`config.mk`:
```
export PLATFORM = sky130hd
export DESIGN_NAME = tx_cell_irq
export DESIGN_NICKNAME = d
export VERILOG_FILES = /design/src/tx_cell_irq_pkg.sv /design/src/tx_cell_irq.sv
export VERILOG_INCLUDE_DIRS = /design/src
export SDC_FILE = /design/constraint.sdc
export NUM_CORES = 1
export LEC_CHECK = 0
export BUFFER_PORTS_ARGS = -buffer_cell sky130_fd_sc_hd__buf_4
export CORE_ASPECT_RATIO = 0.6
export CORE_MARGIN = 2
export CORE_UTILIZATION = 40
export DETAILED_ROUTE_END_ITERATION = 6
export SYNTH_ARGS = -nofsm -noshare
export SYNTH_HDL_FRONTEND = slang
export SYNTH_SLANG_ARGS = --single-unit
```
`constraint.sdc`:
```
create_clock -name clock_in -period 6 [get_ports clock_in]
set_clock_uncertainty 0.2 [all_clocks]
set_input_delay 0 -clock clock_in [delete_from_list [all_inputs] [get_ports clock_in]]
set_output_delay 0 -clock clock_in [all_outputs]
set_load 0.02 [all_outputs]
```
`src/tx_cell_irq_defines.svh`:
```
// Purpose: Register indices, field positions and reset values of the transmit cell interrupt tree.
// Assumes: Byte address on the register bus is four times the register index.
// Notes: Channel registers repeat every CHAN_STRIDE indices.
`ifndef TX_CELL_IRQ_DEFINES_SVH
`define TX_CELL_IRQ_DEFINES_SVH

`define NUM_CHAN          4
`define ADDR_W            20
`define IDX_W             18
`define IDX_BLK_STATUS    18'h00013
`define IDX_BLK_ENABLE    18'h00017
`define IDX_CHAN_IND      18'h00122
`define IDX_SRC_STATUS0   18'h01f0b
`define IDX_SRC_ENABLE0   18'h01f0f
`define IDX_SRC_CLEAR0    18'h01f0d
`define CHAN_STRIDE       18'h01000

`define BIT_EXTRACT       5
`define BIT_INSERT        4
`define BIT_EXT_OVF       3
`define BIT_INS_OVF       2
`define BIT_HEC_ERR       1
`define BIT_PAR_ERR       0
`define SRC_MASK          8'h3f
`define BLK_EN_MASK       8'hf9
`define BLK_TXCELL_BIT    3
`define IND_MASK          8'h0f

`define RST_BLK_ENABLE    8'h00
`define RST_SRC_ENABLE    8'h00
`define RST_SRC_STATUS    8'h00

`endif

```
`src/tx_cell_irq_pkg.sv`:
```
// Purpose: Types shared by the transmit cell interrupt tree.
// Assumes: One set of event strobes per channel.
// Notes: Event fields are single-cycle pulses or levels as named.
package tx_cell_irq_pkg;

  typedef struct packed {
    logic cell_extracted;
    logic cell_inserted;
    logic ext_buf_full;
    logic ext_cell_load;
    logic ins_buf_ovf;
    logic hec_err;
    logic par_err;
  } chan_events_t;

  typedef enum logic [1:0] {
    RESP_OKAY   = 2'h0,
    RESP_SLVERR = 2'h2
  } axi_resp_t;

endpackage : tx_cell_irq_pkg

```
`src/tx_cell_irq.sv`:
```
// Purpose: Three-level interrupt tree of the transmit cell processor with an AXI4-Lite slave.
// Assumes: Event inputs are synchronous to clock_in; one read and one write outstanding at most.
// Notes: Source status clears on read and through the clear register; a new event always wins.
//
// Notes on behaviour
// - Channel indicator bits 3..0 flag pending channels 3..0; bits 7..4 read zero.
// - Source status: extraction, insertion, two overflows, HEC error, parity error in bits 5..0.
// - Insertion flag sets whenever a cell moves from insertion buffer into transmit path.
// - Loading a copied cell into a full extraction buffer raises the overflow flag.
// - Block-level enable bit 3 gates any interrupt from this processor.
// - With source enable bit 3 and block enable bit 3 set, each extraction overflow interrupts the processor.
// - Source enable bits 5..0 read/write, each enabling same status bit; 7..6 read zero.
// - Block enable bits 7..3 and 0 read/write; bits 2..1 read-only zero.
// - Block status bit 3 is set while this processor has a pending interrupt.
`timescale 1ns/1ps
`include "tx_cell_irq_defines.svh"

module tx_cell_irq (
  // Clock, reset and enable
  input  wire logic                          clock_in,
  input  wire logic                          sys_rst_in,
  input  wire logic                          ce_in,
  // Per-channel events from the cell datapath
  input  wire tx_cell_irq_pkg::chan_events_t events_in [`NUM_CHAN],
  // AXI4-Lite write address and data
  input  wire logic [`ADDR_W-1:0]            awaddr_in,
  input  wire logic                          awvalid_in,
  output logic                               awready_out,
  input  wire logic [31:0]                   wdata_in,
  input  wire logic [3:0]                    wstrb_in,
  input  wire logic                          wvalid_in,
  output logic                               wready_out,
  // AXI4-Lite write response
  output logic [1:0]                         bresp_out,
  output logic                               bvalid_out,
  input  wire logic                          bready_in,
  // AXI4-Lite read
  input  wire logic [`ADDR_W-1:0]            araddr_in,
  input  wire logic                          arvalid_in,
  output logic                               arready_out,
  output logic [31:0]                        rdata_out,
  output logic [1:0]                         rresp_out,
  output logic                               rvalid_out,
  input  wire logic                          rready_in,
  // Interrupt
  output logic                               irq_out
);
  import tx_cell_irq_pkg::*;

  logic [7:0]               block_enable;
  logic [7:0]               src_status  [`NUM_CHAN];
  logic [7:0]               src_enable  [`NUM_CHAN];
  logic [`NUM_CHAN-1:0]     chan_pending;
  logic                     tx_cell_pending;
  logic [`ADDR_W-1:0]       aw_addr;
  logic [31:0]              w_data;
  logic [3:0]               w_strb;
  logic                     aw_held;
  logic                     w_held;
  logic                     aw_hs;
  logic                     w_hs;
  logic                     ar_hs;
  logic                     wr_fire;
  logic [`IDX_W-1:0]        wr_idx;
  logic [`IDX_W-1:0]        rd_idx;
  logic [7:0]               wr_byte;
  logic                     wr_lane0;
  logic [7:0]               next_rdata;
  logic                     rd_mapped;
  logic                     wr_mapped;
  logic [`NUM_CHAN-1:0]     rd_status_hit;
  logic [`NUM_CHAN-1:0]     wr_enable_hit;
  logic [`NUM_CHAN-1:0]     wr_clear_hit;
  logic [`NUM_CHAN-1:0]     wr_status_hit;
  logic [`NUM_CHAN-1:0]     rd_chan_hit;
  logic [7:0]               rd_chan_data [`NUM_CHAN];

  // Handshakes stall completely while the clock enable is low.
  assign awready_out = ce_in & ~aw_held & ~bvalid_out;
  assign wready_out  = ce_in & ~w_held & ~bvalid_out;
  assign arready_out = ce_in & ~rvalid_out;
  assign aw_hs       = awvalid_in & awready_out;
  assign w_hs        = wvalid_in & wready_out;
  assign ar_hs       = arvalid_in & arready_out;
  assign wr_fire     = ce_in & ~bvalid_out & (aw_held | aw_hs) & (w_held | w_hs);

  assign wr_idx   = aw_held ? aw_addr[`ADDR_W-1:2] : awaddr_in[`ADDR_W-1:2];
  assign wr_byte  = w_held ? w_data[7:0] : wdata_in[7:0];
  assign wr_lane0 = w_held ? w_strb[0] : wstrb_in[0];
  assign rd_idx   = araddr_in[`ADDR_W-1:2];

  // Address and data are taken in either order and held until both are present.
  always_ff @(posedge clock_in) begin
    if (sys_rst_in) begin
      aw_held <= 1'b0;
      w_held  <= 1'b0;
      aw_addr <= '0;
      w_data  <= '0;
      w_strb  <= '0;
    end else if (ce_in) begin
      if (wr_fire) begin
        aw_held <= 1'b0;
        w_held  <= 1'b0;
      end else begin
        if (aw_hs) begin
          aw_held <= 1'b1;
          aw_addr <= awaddr_in;
        end
        if (w_hs) begin
          w_held <= 1'b1;
          w_data <= wdata_in;
          w_strb <= wstrb_in;
        end
      end
    end
  end

  // Write response one cycle after both halves are in.
  always_ff @(posedge clock_in) begin
    if (sys_rst_in) begin
      bvalid_out <= 1'b0;
      bresp_out  <= RESP_OKAY;
    end else if (ce_in) begin
      if (wr_fire) begin
        bvalid_out <= 1'b1;
        bresp_out  <= wr_mapped ? RESP_OKAY : RESP_SLVERR;
      end else if (bready_in) begin
        bvalid_out <= 1'b0;
      end
    end
  end

  // A write to a read-only register is accepted and dropped, so a blind write-back never raises a bus error.
  assign wr_mapped = (wr_idx == `IDX_BLK_ENABLE) | (wr_idx == `IDX_BLK_STATUS) | (wr_idx == `IDX_CHAN_IND)
                   | (|wr_enable_hit) | (|wr_clear_hit) | (|wr_status_hit);

  // Block enable: only the writable bits store.
  always_ff @(posedge clock_in) begin
    if (sys_rst_in) begin
      block_enable <= `RST_BLK_ENABLE;
    end else if (ce_in && wr_fire && wr_lane0 && wr_idx == `IDX_BLK_ENABLE) begin
      block_enable <= wr_byte & `BLK_EN_MASK;
    end
  end

  genvar ch;
  generate
    for (ch = 0; ch < `NUM_CHAN; ch++) begin : g_chan
      logic [7:0] set_bits;
      logic [7:0] clr_bits;

      assign rd_status_hit[ch] = ar_hs && rd_idx == `IDX_W'(`IDX_SRC_STATUS0 + ch * `CHAN_STRIDE);
      assign wr_enable_hit[ch] = wr_idx == `IDX_W'(`IDX_SRC_ENABLE0 + ch * `CHAN_STRIDE);
      assign wr_clear_hit[ch]  = wr_idx == `IDX_W'(`IDX_SRC_CLEAR0 + ch * `CHAN_STRIDE);
      assign wr_status_hit[ch] = wr_idx == `IDX_W'(`IDX_SRC_STATUS0 + ch * `CHAN_STRIDE);
      assign rd_chan_hit[ch]   = rd_idx == `IDX_W'(`IDX_SRC_STATUS0 + ch * `CHAN_STRIDE)
                               | rd_idx == `IDX_W'(`IDX_SRC_ENABLE0 + ch * `CHAN_STRIDE);
      assign rd_chan_data[ch]  = (rd_idx == `IDX_W'(`IDX_SRC_STATUS0 + ch * `CHAN_STRIDE))
                               ? src_status[ch] : src_enable[ch];

      always_comb begin
        set_bits                = 8'h00;
        set_bits[`BIT_EXTRACT]  = events_in[ch].cell_extracted;
        set_bits[`BIT_INSERT]   = events_in[ch].cell_inserted;
        set_bits[`BIT_EXT_OVF]  = events_in[ch].ext_buf_full & events_in[ch].ext_cell_load;
        set_bits[`BIT_INS_OVF]  = events_in[ch].ins_buf_ovf;
        set_bits[`BIT_HEC_ERR]  = events_in[ch].hec_err;
        set_bits[`BIT_PAR_ERR]  = events_in[ch].par_err;
      end

      // Clear on read or by write; a set in the same cycle survives.
      assign clr_bits = (rd_status_hit[ch] ? `SRC_MASK : 8'h00)
                      | ((wr_fire && wr_lane0 && wr_clear_hit[ch]) ? (wr_byte & `SRC_MASK) : 8'h00);

      always_ff @(posedge clock_in) begin
        if (sys_rst_in) begin
          src_status[ch] <= `RST_SRC_STATUS;
        end else if (ce_in) begin
          src_status[ch] <= ((src_status[ch] & ~clr_bits) | set_bits) & `SRC_MASK;
        end
      end

      always_ff @(posedge clock_in) begin
        if (sys_rst_in) begin
          src_enable[ch] <= `RST_SRC_ENABLE;
        end else if (ce_in && wr_fire && wr_lane0 && wr_enable_hit[ch]) begin
          src_enable[ch] <= wr_byte & `SRC_MASK;
        end
      end

      assign chan_pending[ch] = |(src_status[ch] & src_enable[ch]);

      ovf_sets_a: assert property (@(posedge clock_in) disable iff (sys_rst_in)
        ce_in && events_in[ch].ext_buf_full && events_in[ch].ext_cell_load |=> src_status[ch][`BIT_EXT_OVF])
        else $error("Extraction overflow flag not set.");
      ins_sets_a: assert property (@(posedge clock_in) disable iff (sys_rst_in)
        ce_in && events_in[ch].cell_inserted |=> src_status[ch][`BIT_INSERT])
        else $error("Insertion flag not set.");
      read_clears_a: assert property (@(posedge clock_in) disable iff (sys_rst_in)
        rd_status_hit[ch] && set_bits == 8'h00 |=> src_status[ch] == 8'h00 && rvalid_out)
        else $error("Status not cleared by read.");
      read_keeps_a: assert property (@(posedge clock_in) disable iff (sys_rst_in)
        rd_status_hit[ch] && events_in[ch].par_err |=> src_status[ch][`BIT_PAR_ERR])
        else $error("Event lost during clearing read.");
      enable_store_a: assert property (@(posedge clock_in) disable iff (sys_rst_in)
        wr_fire && wr_lane0 && wr_enable_hit[ch] |=> src_enable[ch] == ($past(wr_byte) & 8'h3f))
        else $error("Source enable write wrong.");

      unused_zero_a: assert property (@(posedge clock_in) disable iff (sys_rst_in)
        src_status[ch][7:6] == 2'b00 && src_enable[ch][7:6] == 2'b00)
        else $error("Unused source bits set.");
      clear_write_a: assert property (@(posedge clock_in) disable iff (sys_rst_in)
        wr_fire && wr_lane0 && wr_clear_hit[ch] && wr_byte[`BIT_EXT_OVF] && !set_bits[`BIT_EXT_OVF]
        |=> !src_status[ch][`BIT_EXT_OVF])
        else $error("Clear register write did not clear.");
      // Events arriving while the clock enable is low are dropped, not queued.
      chan_freeze_a: assert property (@(posedge clock_in) disable iff (sys_rst_in)
        !ce_in |=> $stable(src_status[ch]) && $stable(src_enable[ch]))
        else $error("Channel state moved with clock enable low.");
    end
  endgenerate

  assign tx_cell_pending = |chan_pending;
  // Gating at the output keeps flags visible to polling software even when masked.
  assign irq_out = block_enable[`BLK_TXCELL_BIT] & tx_cell_pending;

  // Read mux; the status value returned is the one before the clear.
  always_comb begin
    next_rdata = 8'h00;
    rd_mapped  = 1'b1;
    if (rd_idx == `IDX_BLK_ENABLE) begin
      next_rdata = block_enable;
    end else if (rd_idx == `IDX_BLK_STATUS) begin
      next_rdata = 8'h00;
      next_rdata[`BLK_TXCELL_BIT] = tx_cell_pending;
    end else if (rd_idx == `IDX_CHAN_IND) begin
      next_rdata = {4'h0, chan_pending};
    end else begin
      rd_mapped = |rd_chan_hit;
      for (int c = 0; c < `NUM_CHAN; c++) begin
        if (rd_chan_hit[c]) begin
          next_rdata = rd_chan_data[c];
        end
      end
    end
  end

  always_ff @(posedge clock_in) begin
    if (sys_rst_in) begin
      rvalid_out <= 1'b0;
      rdata_out  <= 32'h0000_0000;
      rresp_out  <= RESP_OKAY;
    end else if (ce_in) begin
      if (ar_hs) begin
        rvalid_out <= 1'b1;
        rdata_out  <= {24'h00_0000, next_rdata};
        rresp_out  <= rd_mapped ? RESP_OKAY : RESP_SLVERR;
      end else if (rready_in) begin
        rvalid_out <= 1'b0;
      end
    end
  end

  irq_gate_a: assert property (@(posedge clock_in) disable iff (sys_rst_in)
    irq_out |-> block_enable[3] && tx_cell_pending)
    else $error("Interrupt without block enable.");
  ovf_irq_a: assert property (@(posedge clock_in) disable iff (sys_rst_in)
    block_enable[3] && src_enable[0][3] && src_status[0][3] |-> irq_out)
    else $error("Overflow did not interrupt.");
  irq_drop_a: assert property (@(posedge clock_in) disable iff (sys_rst_in)
    $fell(tx_cell_pending) |-> !irq_out)
    else $error("Interrupt stayed after flags cleared.");
  ind_read_a: assert property (@(posedge clock_in) disable iff (sys_rst_in)
    ar_hs && rd_idx == `IDX_CHAN_IND |=> rvalid_out && rdata_out == {28'h000_0000, $past(chan_pending)})
    else $error("Channel indicator read wrong.");
  blk_stat_a: assert property (@(posedge clock_in) disable iff (sys_rst_in)
    ar_hs && rd_idx == `IDX_BLK_STATUS |=> rdata_out == {28'h000_0000, $past(tx_cell_pending), 3'h0})
    else $error("Block status read wrong.");
  blk_ro_a: assert property (@(posedge clock_in) disable iff (sys_rst_in)
    wr_fire && wr_lane0 && wr_idx == `IDX_BLK_ENABLE |=> block_enable == ($past(wr_byte) & 8'hf9))
    else $error("Block enable write wrong.");
  bresp_time_a: assert property (@(posedge clock_in) disable iff (sys_rst_in)
    wr_fire |=> bvalid_out)
    else $error("Write response late.");

  blk_unused_a: assert property (@(posedge clock_in) disable iff (sys_rst_in)
    block_enable[2:1] == 2'b00)
    else $error("Read-only block enable bits set.");
  blk_freeze_a: assert property (@(posedge clock_in) disable iff (sys_rst_in)
    !ce_in |=> $stable(block_enable) && $stable(rvalid_out) && $stable(bvalid_out))
    else $error("Block state moved with clock enable low.");

  // The master may hold off its ready for any number of cycles, so answers must stand.
  rdata_hold_a: assert property (@(posedge clock_in) disable iff (sys_rst_in)
    rvalid_out && !rready_in |=> rvalid_out && $stable(rdata_out) && $stable(rresp_out))
    else $error("Read answer changed before it was taken.");
  bresp_hold_a: assert property (@(posedge clock_in) disable iff (sys_rst_in)
    bvalid_out && !bready_in |=> bvalid_out && $stable(bresp_out))
    else $error("Write answer changed before it was taken.");

  // Only one write and one read are under way at a time.
  wr_refuse_a: assert property (@(posedge clock_in) disable iff (sys_rst_in)
    bvalid_out |-> !awready_out && !wready_out)
    else $error("Write accepted while a response is pending.");
  rd_refuse_a: assert property (@(posedge clock_in) disable iff (sys_rst_in)
    rvalid_out |-> !arready_out)
    else $error("Read accepted while read data is pending.");

endmodule : tx_cell_irq

```
# After elaboration in Yosys (flattened, before gate mapping)
# Memories as Yosys holds them, arrays and structs flattened.
# Index checks and enable logic that the tools add are counted.
word_totals:
  n_memories: 2
  reg_bits: 51
  inputBits: 112
  ram_bits: 48
  output_inout_bits: 42
memory_table:
  columns: ["name", "depth", "width", "rd", "rd_clocked_by_memory_dff", "write_ports", "line", "rtl"]
  rows:
  - ["src_enable", 4, 6, 4, 0, 4, "tx_cell_irq.sv:52", "logic [7:0] src_enable [`NUM_CHAN];"]
  - ["src_status", 4, 6, 4, 0, 4, "tx_cell_irq.sv:51", "logic [7:0] src_status [`NUM_CHAN];"]
op_classes:
  n_reduce_logical: 37
  bitwise: 60
  n_eq_ne: 26
  n_mux: 60
op_table:
  columns: ["operator", "count"]
  rows:
  - ["equality test 18 x 14 -> 1 bit (second input constant)", 10]
  - ["2-to-1 mux 6 bit", 16]
  - ["2-to-1 mux 8 bit", 12]
  - ["equality test 18 x 13 -> 1 bit (second input constant)", 5]
  - ["equality test 18 x 15 -> 1 bit (second input constant)", 5]
  - ["equality test 18 x 5 -> 1 bit (second input constant)", 4]
  - ["OR 6 bit", 8]
  - ["equality test 18 x 9 -> 1 bit (second input constant)", 2]
  - ["bitwise AND 8 bit", 4]
  - ["OR reduction 32 bit", 1]
  - ["OR reduction 8 bit", 4]
  - ["2-to-1 mux 1 bit", 29]
  - ["bitwise AND 6 bit", 4]
  - ["inverter 6 bit", 4]
  - ["OR 1 bit", 19]
  - ["2-to-1 mux 18 bit", 1]
  - ["bitwise AND 1 bit", 16]
  - ["logical AND 1 bit", 16]
  - ["OR reduction 4 bit", 4]
  - ["AND reduction 2 bit", 6]
  - ["nonzero test 2 bit", 4]
  - ["AND reduction 3 bit", 2]
  - ["inverter 1 bit", 5]
  - ["2-to-1 mux 2 bit", 2]

# Depth between registers and ports, before layout
# Gate-level depths: netlist of run 1.
depth:
  depth_word: 15
  ltp_mapped: 9
  ltp_nobuf: 6

# Least setup slack after synthesis of run 1
# OpenSTA, ideal clock, no wires.
synth_timing:
  path_kind: "flip-flop to flip-flop"
  from: "reg aw_held"
  to: "mem src_status[0][10] in the netlist's numbering, data pin"
  setup_time_ns: 0.257
  period_less_slack_ns: 2.385
  t_arrival_ns: 1.928
  path_stages_with_launch: 9
  required_ns: 5.543
  slack_ns: 3.615
  n_path_buf: 3
  path_cell_list: "dfxtp_1 buf_2 buf_2 buf_2 mux2i_1 nand4_1 nor2_1 nand2_1 a32o_1"
synth_rtl:
  columns: ["item", "line", "rtl"]
  rows:
  - ["from (decl)", "tx_cell_irq.sv:58", "logic aw_held;"]
  - ["from (signal assigned)", "tx_cell_irq.sv:95", "aw_held <= 1'b0;"]
  - ["from (signal assigned)", "tx_cell_irq.sv:102", "aw_held <= 1'b0;"]
  - ["from (signal assigned)", "tx_cell_irq.sv:106", "aw_held <= 1'b1;"]
  - ["to (decl)", "tx_cell_irq.sv:51", null]

# Worst setup path after layout of run 1
layout_timing:
  from: "reg w_held"
  to: "reg aw_addr[7]"
layout_between:
  elab_chain_cells: 8
layout_lines:
  columns: ["item", "line", "rtl"]
  rows:
  - ["from (decl)", "tx_cell_irq.sv:59", "logic w_held;"]
  - ["from (signal assigned)", "tx_cell_irq.sv:96", "w_held <= 1'b0;"]
  - ["from (signal assigned)", "tx_cell_irq.sv:103", "w_held <= 1'b0;"]
  - ["from (signal assigned)", "tx_cell_irq.sv:110", "w_held <= 1'b1;"]
  - ["inverter 1 bit", "tx_cell_irq.sv:80", "assign wready_out = ce_in & ~w_held & ~bvalid_out;"]
  - ["bitwise AND 1 bit (2 in series)", "tx_cell_irq.sv:80", null]
  - ["bitwise AND 1 bit", "tx_cell_irq.sv:83", "assign w_hs = wvalid_in & wready_out;"]
  - ["OR 1 bit (*)", "tx_cell_irq.sv:85", "assign wr_fire = ce_in & ~bvalid_out & (aw_held | aw_hs) & (w_held | w_hs);"]
  - ["bitwise AND 1 bit (*)", "tx_cell_irq.sv:85", null]
  - ["inverter 1 bit (no source line) (*)", null, null]
  - ["AND reduction 3 bit (no source line) (*)", null, null]
  - ["to (signal assigned)", "tx_cell_irq.sv:107", "aw_addr <= awaddr_in;"]
  - ["to (decl)", "tx_cell_irq.sv:55", "logic [`ADDR_W-1:0] aw_addr;"]
# Mark *: on every way between the ends. The rest lies on a longest branch, timed or not.
# A chain may end at the register's enable or synchronous reset.

==> impl_metrics.tcl, run 1 <==
set metrics [dict create \
    status "completed" \
    crit_start "w_held" \
    finalCritPeriodShare 0.5557 \
    num_rows 32 \
    n_antenna_cell 0 \
    r2r-start "w_held" \
    grt_overflow_total 0 \
    setup_slack_ps 2666 \
    antenna_found_initial 0 \
    maxCapViolCount 0 \
    critPathLaunchType "flop" \
    coreArea_mm2 0.01293 \
    swShare 0.2698 \
    arrival_ps 3360 \
    finalHoldViolCount 0 \
    dieArea_mm2 0.01429 \
    numCtsBuffers 9 \
    drt_iter0_drc 460 \
    fin_util 0.5645 \
    globalRouteTotalUtil 0.2301 \
    drt-wirelength-per-cell_um 18.41 \
    min_path_cells 4 \
    viasPerCell 5.680 \
    holdPathEnd "rresp_out[1]" \
    relSlewSlack 0.1890 \
    path_cells "nor3_1 > nand3b_1 > mux2i_1 > nor2_1 > dlygate4sd3_1" \
    port_buffers 96 \
    via_count 5055 \
    netlist_area_mm2 0.005330 \
    p_leak_uw 0.003031 \
    wl_um 16380 \
    synth-main-ff-cell "edfxtp_1" \
    boundaryPins 154 \
    intPower_uw 1173 \
    chipHeight_um 93.42 \
    die_w_um 153.0 \
    slowest_delay_ps 940 \
    final_common_cell "buf_4" \
    r2r_slack_ps 2670 \
    critPathSlowestCell "nand3b_1" \
    worstSetupEndpointType "flop" \
    syn_inst 541 \
    clkTransAtPathRegs_ps 70 \
    crit_type "flop to flop" \
    regToRegEndpoint "aw_addr[7]" \
    finalMaxSlewViolations 0 \
    firstDrtPassIters 5 \
    nets 827 \
    combPwrFrac 0.173 \
    final_cell_mix "97 x buf_4, 94 x dlygate4sd3_1, 84 x nor2_1, 58 x mux2i_1, 48 x edfxtp_1" \
    hpwlAfterDp_um 11520 \
    finalSetupTns_ps 0 \
    rsz0062_at_grt "no" \
    start_util 0.4122 \
    min_period_ps 3334 \
    path_delay_family "simple AND/OR/NAND/NOR gates" \
    area_delta_synth_final_pct 36.97 \
    dpl_worst_slack_ps 2856 \
    tightest_slew_ps 1213 \
    powerDensity_mw_per_mm2 220.1 \
    ys_types 58 \
    hold_start "arvalid_in" \
    crit_buf_inv 1 \
    post-synth-top-area-cell "edfxtp_1" \
    worstSkewPairLatency_ps 350 \
    ctsResizeCount 0 \
    pwr-share-clk 0.365 \
    synth_top_area_frac 0.2704 \
    ys_seq_area_frac 0.4469 \
    final-setup-viol-count 0 \
    grt_pass1_wl_um 25410 \
    crit_required_ps 6030 \
    cts_sinks 95 \
    cts-root-buf "clkbuf_16" \
    yosysWarningCount 0 \
    synthTopCellsByArea "edfxtp_1 27%, dfxtp_1 18%, mux2i_1 11%" \
    seqPwrFrac 0.462 \
    holdCritPathClass "input port to flop" \
    rr_worst_depth 5 \
    ant_nets 0 \
    cts_tree "yes" \
    async_flop_share 0 \
    cts.path.max_buffers 2 \
    grt_max_degree 60 \
    max_freq_mhz 299.9 \
    critPathMaxFanout 18 \
    p_sw_uw 433.5 \
    syn_avg_cell_area_um2 9.852 \
    drc 0 \
    h-tree-depth 3 \
    place.gp.congestion 0.8989 \
    ys_seq_elements 95 \
    ir_drop_mv 0.1503 \
    drive_above_1_share 0.1931 \
    synth_edf_count 48 \
    grt_pass1_vias 4651 \
]
-- final cells by class --
type                       instances  area (µm²)
tap                              170       212.7
clock inverter                     7       71.32
fill                            1137        5632
inverter                           4       15.01
timing repair buffer             191        1669
sequential                        95        2382
clock buffer                       9       225.2
multi-input combinational        414        2725
-- worst min-delay path, stage by stage --
cell and delay [ps]:
buf_4 110, and2_1 240, nand2_1 110, a21oi_1 50
-- metal layers --
layer | vias up | routed length [µm] | track usage
li1 | 2348 | - | -
met1 | 2454 | 8046 | 0.3427
met2 | 231 | 6869 | 0.3359
met3 | 22 | 1227 | 0.05329
met4 | 0 | 238 | 0.05478
met5 | - | 0 | 0
-- power groups by stage --
stage	registers, µW	clock network (µW)	logic, µW
2_1_floorplan	746	0	147
3_3_place_gp	754	0	225
3_5_place_dp	756	0	229
4_1_cts	741	589	273
5_1_grt	746	617	296
6_report	742	586	278
-- stage by stage --
| step | instances | hold WS (ps) | cell area, µm² | total power [µW] |
|---|---|---|---|---|
| CTS | 890 | 7.139 | 7301 | 1603 |
| finish | 890 | 19.11 | 7301 | 1607 |
| detailed placement | 780 | 48.41 | 6063 | 984.8 |
| global placement | 780 | 37.17 | 6063 | 979.3 |
| global route | 890 | 37.45 | 7301 | 1659 |
| floorplan | 566 | -56.06 | 5424 | 893.2 |
-- synthesized netlist by cell type (6+ instances only) --
cell type and count:
nor2_1 84, mux2i_1 58, edfxtp_1 48, dfxtp_1 47, nand2_1 36, buf_4 26
a32o_1 21, clkbuf_1 18, mux2_2 17, a21oi_1 16, nand3_1 16, a22oi_1 14
nor3_1 12, o21ai_0 12, nand4_1 10, nor4_1 7, buf_2 6, nand3b_1 6
nor2b_1 6, or3_1 6
-- registers in the layout, indices dropped and copies added (netlist names), 6 cells and up --
signal,flops
aw_addr,18
block_enable,6
src_status,24
src_enable,24
rdata_out,8
w_data,8
-- repair_timing --
action,4_1_cts,5_1_grt
setup buffers,0,0
setup endpoints to repair,0,0
hold buffers,94,0
endpoints found under the hold margin,83,0
-- logic make-up (layout without fill, tap and decap cells) --
| kind of cell | after synthesis | in the layout | synth area share |
|---|---|---|---|
| and+or+nand+nor | 213 | 213 | 0.1998 |
| buffers and inverters | 57 | 211 | 0.05986 |
| muxes | 76 | 76 | 0.1491 |
| DFF | 95 | 95 | 0.4469 |
| AOI/OAI and AO/OA | 99 | 99 | 0.1437 |
| other | 1 | 26 | 0.0007035 |
-- worst max path at each step --
stage | to | slack (ps) | cells after the start
2_1_floorplan | src_status[0][10] | 3620 | 8
3_3_place_gp | src_status[0][8] | 2950 | 7
3_5_place_dp | src_status[0][8] | 2860 | 6
4_1_cts | aw_addr[11] | 2730 | 5
5_1_grt | aw_addr[7] | 2500 | 5
6_report | aw_addr[7] | 2670 | 5
Note: power is estimated with default switching activity, not from simulation.
==> run 2, diff against run 1 <==
--- a/config.mk
+++ b/config.mk
@@ -11,6 +11,7 @@
 export CORE_MARGIN = 2
 export CORE_UTILIZATION = 40
 export DETAILED_ROUTE_END_ITERATION = 6
+export PLACE_DENSITY = 0.67
 export SYNTH_ARGS = -nofsm -noshare
 export SYNTH_HDL_FRONTEND = slang
 export SYNTH_SLANG_ARGS = --single-unit
==> constraint.sdc (replaced) <==
create_clock -name clock_in -period 3.05 [get_ports clock_in]
set_clock_uncertainty 0.2 [all_clocks]
set_input_delay 0 -clock clock_in [delete_from_list [all_inputs] [get_ports clock_in]]
set_output_delay 0 -clock clock_in [all_outputs]
set_load 0.02 [all_outputs]
==> run 2 against run 1 <==
Effect of this change: utilization grew 0.71 points; routed wire length down 0.41%; register-to-register slack got worse by 2500 ps; via count is 1.4% higher; critical path depth up 2; sequential share of layout area is 0.40 points lower; cell count rose by 1.1%; cell area increased by 1.3%; flip-flop and latch count is the same; critical path type unchanged; highest routed layer unchanged.
==> impl_metrics.tcl, run 2 (synthesis gave the netlist of run 1 again) <==
set metrics [dict create \
    status "completed" \
    grt_max_degree 60 \
    final_cells 900 \
    cts-root-buf "clkbuf_16" \
    numCtsBuffers 9 \
    fin_util 0.5716 \
    holdCritPathClass "input port to flop" \
    regToRegEndpoint "src_status[0][7]" \
    dieArea_mm2 0.01429 \
    ant_nets 0 \
    crit_required_ps 2950 \
    crit_start "aw_held" \
    crit_end "src_status[0][7]" \
    globalRouteTotalUtil 0.2316 \
    critPathMaxFanout 27 \
    grt_pass1_vias 4851 \
    start_util 0.4122 \
    wl_um 16320 \
    cts.path.max_buffers 2 \
    cts_tree "yes" \
    power.total_uw 3148 \
    place.gp.congestion 0.8884 \
    drive_above_1_share 0.2041 \
    boundaryPins 154 \
    finalMaxSlewViolations 0 \
    drt_iter0_drc 624 \
    hpwlAfterDp_um 11370 \
    area_delta_synth_final_pct 38.69 \
    cts_sinks 95 \
    drt-wirelength-per-cell_um 18.13 \
    grt_overflow_total 0 \
    post-place-cells 787 \
    r2r-start "aw_held" \
    nets 837 \
    finalSetupTns_ps 0 \
    clkTransAtPathRegs_ps 70 \
    grt_pass1_wl_um 25900 \
    rsz0062_at_grt "yes" \
    final_cell_mix "104 x buf_4, 97 x dlygate4sd3_1, 82 x nor2_1, 58 x mux2i_1, 48 x edfxtp_1" \
    tightest_slew_ps 1013 \
    h-tree-depth 3 \
    chipHeight_um 93.42 \
    arrival_ps 2780 \
    antenna_found_initial 0 \
    final-setup-viol-count 0 \
    p_leak_uw 0.003066 \
    finalCritPeriodShare 0.9457 \
    die_w_um 153.0 \
    drc 0 \
    rr_worst_depth 7 \
    num_rows 32 \
    maxCapViolCount 0 \
    min_period_ps 2884 \
    viasPerCell 5.694 \
    worstSkewPairLatency_ps 340 \
    n_antenna_cell 0 \
    crit_type "flop to flop" \
    worstSetupEndpointType "flop" \
    coreArea_mm2 0.01293 \
    ir_drop_mv 0.2816 \
    firstDrtPassIters 6 \
    r2r_slack_ps 170 \
    powerDensity_mw_per_mm2 425.8 \
    finalHoldViolCount 0 \
    max_freq_mhz 346.7 \
    port_buffers 96 \
    final_common_cell "buf_4" \
    critPathLaunchType "flop" \
    via_count 5125 \
    top_regs "src_enable: 24 flops, src_status: 24 flops, aw_addr: 18 flops" \
    relSlewSlack 0.3213 \
]
## run 2: through the flow
stage,setup WS [ps],instance area [µm²],hold WS [ps]
4_1_cts,162.9,7382,5.612
2_1_floorplan,665.4,5424,-56.06
3_5_place_dp,182.5,6116,55.48
5_1_grt,-25.70,7392,64.30
6_report,165.6,7392,14.39
3_3_place_gp,253.0,6116,41.23
## run 2: worst max-delay path: stages, from the launching register on
cell       delay (ps)
dfxtp_1           380
buf_4             310
nor2_1            150
a2111oi_4         420
o2111ai_2         400
nor2_1            390
nand2_1           110
a32o_1            260
## run 2: final cells by class
cell class / instances / area (µm²)
fillers: 1092 / 5540
multi-input cells: 414 / 2735
flip-flops and latches: 95 / 2382
repair buffers: 201 / 1752
clock buffers: 9 / 225.2
well taps: 170 / 212.7
clock inverters: 7 / 70.07
inverters: 4 / 15.01
## run 2: power breakdown
group	internal [µW]	switching (µW)	leakage, µW
combinational	270	291	0.00203
sequential	1400	47.4	0.000890
clock	638	496	0.000144
## run 2: routing by layer
layer | vias to the layer above | global-route usage | wire (µm)
met1 | 2449 | 0.3266 | 7222
li1 | 2369 | - | -
met2 | 273 | 0.3519 | 7035
met5 | - | 0 | 0
met3 | 34 | 0.06719 | 1724
met4 | 0 | 0.05324 | 332
## run 2: worst min-delay path by stage
| stage | cells past startpoint | slack, ps | endpoint | startpoint |
|---|---|---|---|---|
| after floorplan | 2 | -60 | aw_addr[10] | awaddr_in[10] |
| after global placement | 3 | 40 | aw_addr[18] | awaddr_in[18] |
| after detailed placement | 3 | 60 | w_data[3] | wdata_in[3] |
| after CTS | 5 | 6 | rdata_out[2] | araddr_in[2] |
| after global routing | 5 | 60 | rdata_out[2] | araddr_in[2] |
| final | 5 | 10 | rdata_out[2] | araddr_in[2] |
## run 2: repair_timing
item | in CTS | in global routing
endpoints found under the hold margin | 85 | 0
setup endpoints to repair | 0 | 13
hold buffers | 97 | 0
resized for setup | 0 | 3
buffers inserted | 0 | 0
